--- config.mk ---
export PLATFORM = sky130hd
export DESIGN_NAME = rfm_monitor
export DESIGN_NICKNAME = d
export VERILOG_FILES = /design/src/rfm_pkg.sv /design/src/rfm_deglitch.sv /design/src/rfm_monitor.sv
export VERILOG_INCLUDE_DIRS = /design/src
export SDC_FILE = /design/constraint.sdc
export NUM_CORES = 1
export LEC_CHECK = 0
export BUFFER_PORTS_ARGS = -buffer_cell sky130_fd_sc_hd__buf_2
export CAP_MARGIN = 15
export CORE_MARGIN = 5
export CORE_UTILIZATION = 30
export DETAILED_ROUTE_END_ITERATION = 10
export PLACE_DENSITY = 0.53
export SYNTH_ARGS = -nofsm -noshare
export SYNTH_HDL_FRONTEND = slang
export SYNTH_HIERARCHICAL = 1
export SYNTH_SLANG_ARGS = --single-unit
--- constraint.sdc ---
create_clock -name ref_clk -period 1.5 [get_ports ref_clk]
set_input_delay 0.15 -clock ref_clk [delete_from_list [all_inputs] [get_ports ref_clk]]
set_output_delay 0.15 -clock ref_clk [all_outputs]
set_load 0.01 [all_outputs]
--- src/rfm_map.svh ---
`ifndef RFM_MAP_SVH
`define RFM_MAP_SVH

// ****************************************************
// Fault register bit positions
// ****************************************************
`define RFM_REG_FAULT_BIT      4
`define RFM_THERMAL_BIT        5
`define RFM_BACKFEED_BIT       6
`define RFM_FAULT_REG_WIDTH    8
`define RFM_FAULT_RESET        8'h00

// ****************************************************
// Timing
// ****************************************************
`define RFM_CLK_PERIOD_PS      25000
`define RFM_DEGLITCH_MIN_PS    7500000
`define RFM_DEGLITCH_NOM_PS    10000000
`define RFM_DEGLITCH_MAX_PS    12500000
// Nominal filter length in cycles, derived from the rate
`define RFM_DEGLITCH_CYCLES    (`RFM_DEGLITCH_NOM_PS / `RFM_CLK_PERIOD_PS)

`endif

--- src/rfm_pkg.sv ---
package rfm_pkg;
  typedef enum logic [1:0] {
    RFM_OFF,
    RFM_RUN,
    RFM_THERMAL_OFF,
    RFM_RAMP
  } rfm_state_t;
endpackage

--- src/rfm_deglitch.sv ---
`timescale 1ns/1ps
`include "rfm_map.svh"

// Stable-level filter: output follows input after CYCLES equal samples
module rfm_deglitch
  import rfm_pkg::*;
#(
  parameter int CYCLES = `RFM_DEGLITCH_CYCLES
) (
  // Clock and reset
  input  wire logic ref_clk,
  input  wire logic srst,
  // Level in and filtered level out
  input  wire logic level_in,
  output logic      level_out
);
  localparam int CW = $clog2(CYCLES + 1);

  logic [CW-1:0] count_reg;
  logic [CW-1:0] count_next;
  logic          out_reg;
  logic          out_next;

  // Restart count whenever input agrees with output, so short glitches never pass
  always_comb begin
    count_next = count_reg;
    out_next   = out_reg;
    if (level_in == out_reg) begin
      count_next = '0;
    end else if (count_reg == CW'(CYCLES - 1)) begin
      count_next = '0;
      out_next   = level_in;
    end else begin
      count_next = count_reg + 1'b1;
    end
  end

  // Registers
  always_ff @(posedge ref_clk) begin
    if (srst) begin
      count_reg <= '0;
      out_reg   <= 1'b0;
    end else begin
      count_reg <= count_next;
      out_reg   <= out_next;
    end
  end

  assign level_out = out_reg;
endmodule // rfm_deglitch

--- src/rfm_monitor.sv ---
//
// Overview of operation
// - While on, leaving regulation sets fault bit 4; register read clears it.
// - Reverse current while on opens supply path; path recloses when it clears.
// - Reverse current while on latches backfeed bit 6; register read clears it.
// - Overtemperature disables output only if also out of regulation; ramped restart.
// - Thermal disable latches bit 5; register read clears it.
// - Thermal detector filtered about 10 us (7.5 to 12.5 us) before use.
//
`timescale 1ns/1ps
`include "rfm_map.svh"

module rfm_monitor
  import rfm_pkg::*;
#(
  parameter int DEGLITCH_CYCLES = `RFM_DEGLITCH_CYCLES
) (
  // Clock and reset
  input  wire logic                            ref_clk,
  input  wire logic                            srst,
  // Regulator enable from device control
  input  wire logic                            supply2_enable,
  // Analog detector levels, asynchronous
  input  wire logic                            out_of_reg_det,
  input  wire logic                            backfeed_det,
  input  wire logic                            overtemp_det,
  // Soft-start done from the analog ramp
  input  wire logic                            ramp_done,
  // Host read strobe of the fault register
  input  wire logic                            fault_reg_read,
  // Regulator controls
  output logic                                 supply2_path_closed,
  output logic                                 supply2_output_on,
  output logic                                 supply2_soft_start,
  // Fault register image
  output logic [`RFM_FAULT_REG_WIDTH-1:0]      tracker_transceiver_fault_reg
);

  // ****************************************************
  // Input synchronisers
  // ****************************************************
  logic [2:0] sync1_reg;
  logic [2:0] sync2_reg;
  logic [2:0] sync1_next;
  logic [2:0] sync2_next;
  logic       ramp_s1_reg;
  logic       ramp_s2_reg;
  logic       ramp_s1_next;
  logic       ramp_s2_next;
  logic       ot_filt;

  // Detectors cross from the analog domain through two flops each.
  // A detector pulse shorter than one clock may be missed; the analog
  // side is expected to hold its level for several cycles.
  always_comb begin
    sync1_next   = {overtemp_det, backfeed_det, out_of_reg_det};
    sync2_next   = sync1_reg;
    ramp_s1_next = ramp_done;
    ramp_s2_next = ramp_s1_reg;
  end

  // Synchroniser flops
  always_ff @(posedge ref_clk) begin
    if (srst) begin
      sync1_reg   <= 3'h0;
      sync2_reg   <= 3'h0;
      ramp_s1_reg <= 1'b0;
      ramp_s2_reg <= 1'b0;
    end else begin
      sync1_reg   <= sync1_next;
      sync2_reg   <= sync2_next;
      ramp_s1_reg <= ramp_s1_next;
      ramp_s2_reg <= ramp_s2_next;
    end
  end

  // ****************************************************
  // Thermal deglitch
  // ****************************************************
  // Filter is the only path by which overtemperature acts
  // Symmetric filter: release is delayed as much as the trip
  // Length is counted in clocks; retune it if the clock changes
  rfm_deglitch #(
    .CYCLES    (DEGLITCH_CYCLES)
  ) u_ot_filter (
    .ref_clk   (ref_clk),
    .srst      (srst),
    .level_in  (sync2_reg[2]),
    .level_out (ot_filt)
  );

  // ****************************************************
  // Output state machine
  // ****************************************************
  // OFF: regulator disabled, detectors ignored
  // RUN: output regulated; hot alone is tolerated
  // THERMAL_OFF: output held off until filtered overtemp clears
  // RAMP: slope-controlled start or restart, left on ramp_done
  rfm_state_t state_reg;
  rfm_state_t state_next;
  logic       oor_on;
  logic       bf_on;
  logic       ot_on;
  logic       thermal_trip;

  // Gate every detector with supply2_enable, not with the state
  // Enable comes from the same clock, so it is used unsynchronised
  always_comb begin
    oor_on       = sync2_reg[0] & supply2_enable;
    bf_on        = sync2_reg[1] & supply2_enable;
    ot_on        = ot_filt & supply2_enable;
    thermal_trip = 1'b0;
    state_next   = state_reg;
    case (state_reg)
      RFM_OFF: begin
        if (supply2_enable) begin
          state_next = RFM_RAMP;
        end
      end
      RFM_RUN: begin
        if (!supply2_enable) begin
          state_next = RFM_OFF;
        end else if (ot_on && oor_on) begin
          // Hot alone is tolerated; hot and sagging is shut down
          state_next   = RFM_THERMAL_OFF;
          thermal_trip = 1'b1;
        end
      end
      RFM_THERMAL_OFF: begin
        if (!supply2_enable) begin
          state_next = RFM_OFF;
        end else if (!ot_filt) begin
          state_next = RFM_RAMP;
        end
      end
      RFM_RAMP: begin
        if (!supply2_enable) begin
          state_next = RFM_OFF;
        end else if (ot_on && oor_on) begin
          // Restarting into a still-hot, sagging output shuts down again
          state_next   = RFM_THERMAL_OFF;
          thermal_trip = 1'b1;
        end else if (ramp_s2_reg) begin
          state_next = RFM_RUN;
        end
      end
      default: begin
        state_next = RFM_OFF;
      end
    endcase
  end

  // State register
  always_ff @(posedge ref_clk) begin
    if (srst) begin
      state_reg <= RFM_OFF;
    end else begin
      state_reg <= state_next;
    end
  end

  // ****************************************************
  // Regulator controls and fault flags
  // ****************************************************
  logic                           path_closed_reg;
  logic                           output_on_reg;
  logic                           soft_start_reg;
  logic                           path_next;
  logic                           on_next;
  logic                           soft_next;
  logic [`RFM_FAULT_REG_WIDTH-1:0] fault_next;

  // Output controls registered so pins never glitch
  always_comb begin
    // Path tracks backfeed directly, so it recloses without software
    path_next = supply2_enable & ~bf_on;
    // Controls follow the next state, so pins and state move together
    on_next   = (state_next == RFM_RUN) || (state_next == RFM_RAMP);
    soft_next = (state_next == RFM_RAMP);
    // Bits other than the three flags keep their reset zero
    fault_next = tracker_transceiver_fault_reg;
    // Read clears first, so a same-cycle event still sets the flag
    if (fault_reg_read) begin
      fault_next[`RFM_REG_FAULT_BIT] = 1'b0;
      fault_next[`RFM_THERMAL_BIT]   = 1'b0;
      fault_next[`RFM_BACKFEED_BIT]  = 1'b0;
    end
    if (oor_on) begin
      fault_next[`RFM_REG_FAULT_BIT] = 1'b1;
    end
    if (bf_on) begin
      fault_next[`RFM_BACKFEED_BIT] = 1'b1;
    end
    if (thermal_trip) begin
      fault_next[`RFM_THERMAL_BIT] = 1'b1;
    end
  end

  // Flag and control registers
  always_ff @(posedge ref_clk) begin
    if (srst) begin
      path_closed_reg               <= 1'b0;
      output_on_reg                 <= 1'b0;
      soft_start_reg                <= 1'b0;
      tracker_transceiver_fault_reg <= `RFM_FAULT_RESET;
    end else begin
      path_closed_reg               <= path_next;
      output_on_reg                 <= on_next;
      soft_start_reg                <= soft_next;
      tracker_transceiver_fault_reg <= fault_next;
    end
  end

  // ****************************************************
  // Output pins
  // ****************************************************
  // Pins come straight from the flops above, no gating after them
  assign supply2_path_closed = path_closed_reg;
  assign supply2_output_on   = output_on_reg;
  assign supply2_soft_start  = soft_start_reg;

endmodule // rfm_monitor

==> impl_metrics.tcl, run 1 <==
set metrics [dict create \
    run_status "complete, no violations" \
    root_cell_of_the_clock_tree "clkbuf_4" \
    buffer_ports.inserted 13 \
    syn-cell-area_um2 996 \
    tritoncts_num_sinks 25 \
    vdd.ir_drop.worst_v 0.000565 \
    antenna_violating_nets_post_route 0 \
    path_cells "ha_1, and3_2, and3_2, mux2i_1" \
    grt_max_degree 17 \
    fmax_mhz 735 \
    groute.layer.met2.usage_pct 12.3 \
    drt_pass1_iterations 2 \
    maxSlewViolCount 0 \
    starting_density_of_the_core_pct 30.3 \
    std_cell_rows 21 \
    worstSetupStartpointType "flip-flop" \
    dieHeight_um 67.6 \
    grt-ovfl-total 0 \
    clock_tree.htree_level_count 1 \
    final_sum_of_negative_setup_slack_ns 0 \
    most_utilized_layer_in_the_global_route_result "met2" \
    post-route-min-period_ns 1.36 \
    grt_usage_pct 8.01 \
    fin_nets 122 \
    critPathArrivalTime_ns 1.61 \
    routedWlPerCell_um 10.2 \
    netlist-cell-type-count 38 \
    setup_viol 0 \
    yosys_warnings 6 \
    rsz0062_at_grt "false" \
    first_global_vias 629 \
    worstSkewPairLatency_ns 0.30 \
    power.leakage_nw 0.425 \
    most_frequent_cp_cell "and3_2" \
    synth.yosys.seq_area_share_pct 50.3 \
    crit_slowest_cell "dfxtp_1" \
    drt-initial-drc-count 26 \
    cts.clk_slew.worst_paths_ns 0.13 \
    place_hpwl_mm 1.21 \
    slowest_delay_ns 0.40 \
    final_design_area_no_fill_um2 1110 \
    via_per_inst 4.37 \
    power.density_cell_area_nw_per_um2 938 \
    synth_enable_flop_cells 0 \
    final_hold_viol_count 0 \
    grt_pass1_wl_mm 2.77 \
    core-area_um2 3280 \
    floorplan.die_area_um2 4570 \
    num_vias 691 \
    critPathKind "flip-flop to flip-flop" \
    wirelength_mm 1.61 \
    cp_max_fo 6 \
    holdBufCountCts 0 \
    end_kind "flip-flop" \
    cts_setup_buffers 0 \
    hold_path.class "input pin to flip-flop" \
    period_share_pct 90.7 \
    post_cts_resized 0 \
    instance_area_after_placement_um2 1080 \
    layout-drive-gt1-share_pct 23.2 \
    max_cap_violations 0 \
    tritoncts_clock_tree "yes" \
    synth_area_per_cell_um2 10.1 \
    final_wtd_congestion 0.717 \
    synth_seq_cells 25 \
    cp_data_required_time_ns 1.75 \
    die-width_um 67.6 \
    flip_flop_count_of_the_largest_register_all_copies_and_words_added 9 \
    antenna_found_initial 0 \
    cts-buffers-inserted 3 \
    synthArstFlopShare_pct 0 \
    hold_slack_ns 0.0415 \
    synth_ff_type "dfxtp_1" \
    antennaDiodeCount 0 \
    grt_use_met1_pct 10.2 \
    drc 0 \
    layout.cells.most_common_list "dfxtp_1, buf_2, nor2b_1" \
    layout.cells.most_common "dfxtp_1" \
    boundaryPins 19 \
    cts_max_path_bufs 2 \
    use_met3_pct 2.83 \
    syn-instance-count 99 \
    syn_to_final_growth_pct 11.2 \
    timing.clock.skew_ns 0.000831 \
]
routing by layer:
| layer | up-vias | wire length, um |
|---|---|---|
| met3 | 2 | 89 |
| met5 | - | 0 |
| met2 | 13 | 710 |
| met1 | 322 | 793 |
| li1 | 354 | - |
| met4 | 0 | 12 |
path summary, 6_finish.rpt:
kind                                                          start                                  to  slack [ns]  cells past startpoint
worst max-delay path            u_ot_filter/count_reg[0]$_SDFF_PP0_  u_ot_filter/level_out$_SDFFE_PP0P_        0.14                      4
worst min-delay path                                   backfeed_det             sync1_reg[1]$_SDFF_PP0_        0.04                      2
worst max register to register  u_ot_filter/count_reg[0]$_SDFF_PP0_  u_ot_filter/level_out$_SDFFE_PP0P_        0.14                      4
worst min register to register              sync2_reg[1]$_SDFF_PP0_      supply2_path_closed$_SDFF_PP0_        0.43                      1
report_power, final:
group,internal [mW],switching [mW],total [mW]
Sequential,0.682,0.00763,0.689
Combinational,0.0257,0.0302,0.0559
Clock,0.104,0.190,0.294
Total,0.811,0.228,1.04
stage by stage:
stage                     instances  utilization [%]  setup WS [ns]  total power, mW
after floorplan                 103                -          0.204            0.748
after global placement          154             32.9          0.129            0.759
after global routing            158             33.7         0.0363             1.10
final                           158             33.7          0.139             1.04
after CTS                       158             33.7         0.0621             1.06
after detailed placement        154             32.9         0.0979            0.761
worst max-delay path: cells and delay by family (launching register included):
kind	cells	cell delay [ns]
multiplexers	1	0.19
AND/OR/NAND/NOR	2	0.49
adder cells (fa/ha/maj)	1	0.23
flip-flops	1	0.40
synthesized netlist by cell type, types with 2 or more instances:
cell,number,share of area [%]
nor3_1,2,1.0
clkbuf_1,2,0.75
nand2b_1,3,1.9
nand2_1,3,1.1
nand3_1,2,1.0
nor2_1,5,1.9
a21oi_1,3,1.5
buf_4,5,3.8
dfxtp_1,25,50
a22oi_1,2,1.5
or3_1,3,1.9
o21ai_0,4,2.0
a211oi_2,2,2.5
and3_1,2,1.3
inv_1,3,1.1
nor2b_1,10,6.3
xnor2_1,2,1.8
layout make-up:
cell class | count | area [um^2]
multi-input combinational | 66 | 439
clock buffer | 4 | 26.3
inverter | 3 | 11.3
timing repair buffer | 14 | 72.6
sequential | 25 | 500
fill | 357 | 2180
tap | 46 | 57.6
kinds of logic (layout without fill, tap and decap cells):
family | count (synthesis) | in the layout | synth area share [%]
xor gates and xnor gates | 3 | 3 | 2.64
AOI/OAI and AO/OA | 17 | 17 | 12.4
muxes | 2 | 2 | 2.51
adders and majority gates | 1 | 1 | 1.26
DFF | 25 | 25 | 50.3
buffers and inverters | 12 | 21 | 7.29
other | 1 | 5 | 0.377
and+or+nand+nor | 38 | 38 | 23.2
(Power assumes the default switching activity.)
==> run 2: changes to the inputs <==
--- a/config.mk
+++ b/config.mk
@@ -6,12 +6,14 @@
 export SDC_FILE = /design/constraint.sdc
 export NUM_CORES = 1
 export LEC_CHECK = 0
+export ABC_AREA = 1
 export BUFFER_PORTS_ARGS = -buffer_cell sky130_fd_sc_hd__buf_2
 export CAP_MARGIN = 15
 export CORE_MARGIN = 5
 export CORE_UTILIZATION = 30
 export DETAILED_ROUTE_END_ITERATION = 10
 export PLACE_DENSITY = 0.53
+export SETUP_SLACK_MARGIN = 0.2
 export SYNTH_ARGS = -nofsm -noshare
 export SYNTH_HDL_FRONTEND = slang
 export SYNTH_HIERARCHICAL = 1
==> impl_metrics.tcl, run 2 <==
set metrics [dict create \
    run_status "complete, no violations" \
    clock_tree.htree_level_count 1 \
    worstSkewPairLatency_ns 0.32 \
    core-area_um2 3390 \
    drc 0 \
    cts.clk_slew.worst_paths_ns 0.15 \
    maxSlewViolCount 0 \
    synth_seq_cells 25 \
    std_cell_rows 21 \
    whs_path_depth 4 \
    antenna_violating_nets_post_route 0 \
    synth_area_per_cell_um2 7.38 \
    crit_family "simple AND/OR/NAND/NOR gates" \
    syn-cell-area_um2 1070 \
    starting_density_of_the_core_pct 31.6 \
    die-width_um 69.7 \
    layout.cells.most_common_list "nand2_1, inv_1, dfxtp_1" \
    wirelength_mm 2.01 \
    cts-buffers-inserted 3 \
    final_sum_of_negative_setup_slack_ns 0 \
    synth_ff_type "dfxtp_1" \
    synth.area.top_cells "dfxtp_1, nand2_1, inv_1" \
    floorplan.die_area_um2 4860 \
    final_hold_viol_count 0 \
    cp_data_required_time_ns 1.73 \
    worstReg2RegStart "u_ot_filter/count_reg[0]$_SDFF_PP0_" \
    syn_to_final_growth_pct 16.0 \
    layout.cells.most_common "nand2_1" \
    layout-drive-gt1-share_pct 18.3 \
    power.density_cell_area_nw_per_um2 886 \
    worstSetupStartpointType "flip-flop" \
    buffer_ports.inserted 13 \
    cts_setup_buffers 0 \
    grt_pass1_wl_mm 3.59 \
    synth.yosys.seq_area_share_pct 46.8 \
    critPathArrivalTime_ns 1.44 \
    cts_max_path_bufs 2 \
    hold_path.class "input pin to flip-flop" \
    grt-ovfl-total 0 \
    root_cell_of_the_clock_tree "clkbuf_4" \
    place.detailed.instances 202 \
    power.leakage_nw 0.510 \
    critPathKind "flip-flop to flip-flop" \
    first_global_vias 897 \
    yosys_warnings 6 \
    place_hpwl_mm 1.49 \
    fin_nets 174 \
    fill_cells 368 \
    crit_slowest_cell "dfxtp_2" \
    synthArstFlopShare_pct 0 \
    ys_top_cells_by_count "nand2_1, inv_1, dfxtp_1" \
    drt-initial-drc-count 46 \
    vdd.ir_drop.worst_v 0.000397 \
    num_vias 906 \
    synth.most_common_cell "nand2_1" \
    end_kind "flip-flop" \
    period_share_pct 80.9 \
    worstHoldEndpoint "tracker_transceiver_fault_reg[4]$_SDFFE_PP0P_" \
    setup_viol 0 \
    stdcell_count 210 \
    slowest_delay_ns 0.38 \
    cp_max_fo 9 \
    rsz0062_at_grt "false" \
    netlist-cell-type-count 22 \
    antennaDiodeCount 0 \
    timing.clock.skew_ns 0.00720 \
    via_per_inst 4.31 \
    r2r_setup_slack_ns 0.29 \
    yosys.area.top_type "dfxtp_1" \
    routedWlPerCell_um 9.59 \
    holdCritStartpoint "fault_reg_read" \
    path_cells "ha_2, nand3_2, nor2_4, nand2_2, nand2_4, nor2_1" \
    dieHeight_um 69.7 \
    final_wtd_congestion 0.762 \
    drt_pass1_iterations 4 \
    tritoncts_num_sinks 25 \
    max_cap_violations 0 \
    worst_setup_path_startpoint "u_ot_filter/count_reg[0]$_SDFF_PP0_" \
    post-route-min-period_ns 1.21 \
    grt_usage_pct 8.94 \
    fmax_mhz 824 \
    syn-instance-count 145 \
    grt_max_degree 16 \
    antenna_found_initial 0 \
    boundaryPins 19 \
    critical_path_buffers_and_inverters 0 \
    synth_enable_flop_cells 0 \
    reg2regPathDepth 6 \
    flip_flop_count_of_the_largest_register_all_copies_and_words_added 9 \
    tritoncts_clock_tree "yes" \
    synth_top_area_share_pct 46.8 \
    rr_endpoint "u_ot_filter/count_reg[2]$_SDFF_PP0_" \
]
-- run 2: changes by cell type in the layout (fill, tap and decap cells not counted), sizes merged, moves of 2 or more --
| cell | delta |
|---|---|
| nand3 | +4 |
| nand2b | -3 |
| nor2b | -10 |
| nor2 | +18 |
| a22oi | -2 |
| or3 | -3 |
| dlygate4sd3 | +4 |
| a211oi | -2 |
| inv | +23 |
| and3 | -3 |
| nand2 | +32 |
| nand3b | +2 |
| a21oi | +7 |
-- run 2: repair_timing --
| item | CTS | global route |
|---|---|---|
| hold buffers | 4 | 0 |
| setup endpoints to repair | 0 | 9 |
| endpoints found under the hold margin | 4 | 0 |
| resized for setup | 0 | 3 |
-- run 2: worst max-delay path by stage --
| stage | cells past startpoint | to | slack, ns |
|---|---|---|---|
| after floorplan | 6 | u_ot_filter/count_reg[5]$_SDFF_PP0_ | 0.38 |
| after global placement | 6 | u_ot_filter/count_reg[6]$_SDFF_PP0_ | 0.31 |
| after detailed placement | 6 | u_ot_filter/count_reg[2]$_SDFF_PP0_ | 0.24 |
| after CTS | 6 | u_ot_filter/count_reg[2]$_SDFF_PP0_ | 0.22 |
| after global routing | 6 | u_ot_filter/count_reg[2]$_SDFF_PP0_ | 0.21 |
| final | 6 | u_ot_filter/count_reg[2]$_SDFF_PP0_ | 0.29 |
-- run 2: routing by layer --
layer  vias to the layer above  global-route usage (%)  share of wire [%]
li1                        463                       -                  -
met1                       411                    9.04                 42
met2                        28                    16.3                 52
met3                         4                    2.17                4.7
met4                         0                    5.53                1.8
met5                         -                       0                  0
-- run 2: where the power goes --
part           internal, mW  switching, mW  total, mW
Combinational        0.0354         0.0518     0.0872
Sequential            0.685         0.0107      0.696
Clock                 0.102          0.215      0.317
Total                 0.822          0.278       1.10
-- run 2: cells by family (layout without fill, tap and decap cells) --
| family | count (synthesis) | count (layout) | share of synthesized area, % |
|---|---|---|---|
| compound gates | 14 | 14 | 6.90 |
| xor+xnor | 1 | 1 | 0.819 |
| fa+ha+maj | 1 | 1 | 1.17 |
| buf+inv | 33 | 48 | 13.3 |
| flops | 25 | 25 | 46.8 |
| other cells | 1 | 5 | 0.351 |
| simple gates | 70 | 70 | 30.6 |
-- run 2: tightest hold or removal path, cell delays in order --
cell     delay (ns)
buf_2          0.07
inv_1          0.05
nand2_1        0.05
a21oi_1        0.05
-- run 2: final cells by class --
cell class | count | area [um^2] | share of cell area, %
sequential | 25 | 503 | 40.5
multi-input combinational | 91 | 444 | 35.8
clock inverter | 1 | 7.51 | 0.605
tap | 46 | 57.6 | 4.64
clock buffer | 3 | 22.5 | 1.81
timing repair buffer | 17 | 105 | 8.47
inverter | 27 | 101 | 8.17
-- run 2: through the flow --
step / power [mW] / hold slack, ns / worst slack, ns / instance area, um^2 / util (%)
final: 1.10 / 0.0756 / 0.286 / 1240 / 36.6
after global routing: 1.16 / 0.0954 / 0.210 / 1240 / 36.6
after CTS: 1.12 / 0.0576 / 0.224 / 1240 / 36.5
after detailed placement: 0.790 / 0.362 / 0.243 / 1170 / 34.4
after global placement: 0.787 / 0.353 / 0.313 / 1170 / 34.4
after floorplan: 0.770 / 0.219 / 0.380 / 1080 / -
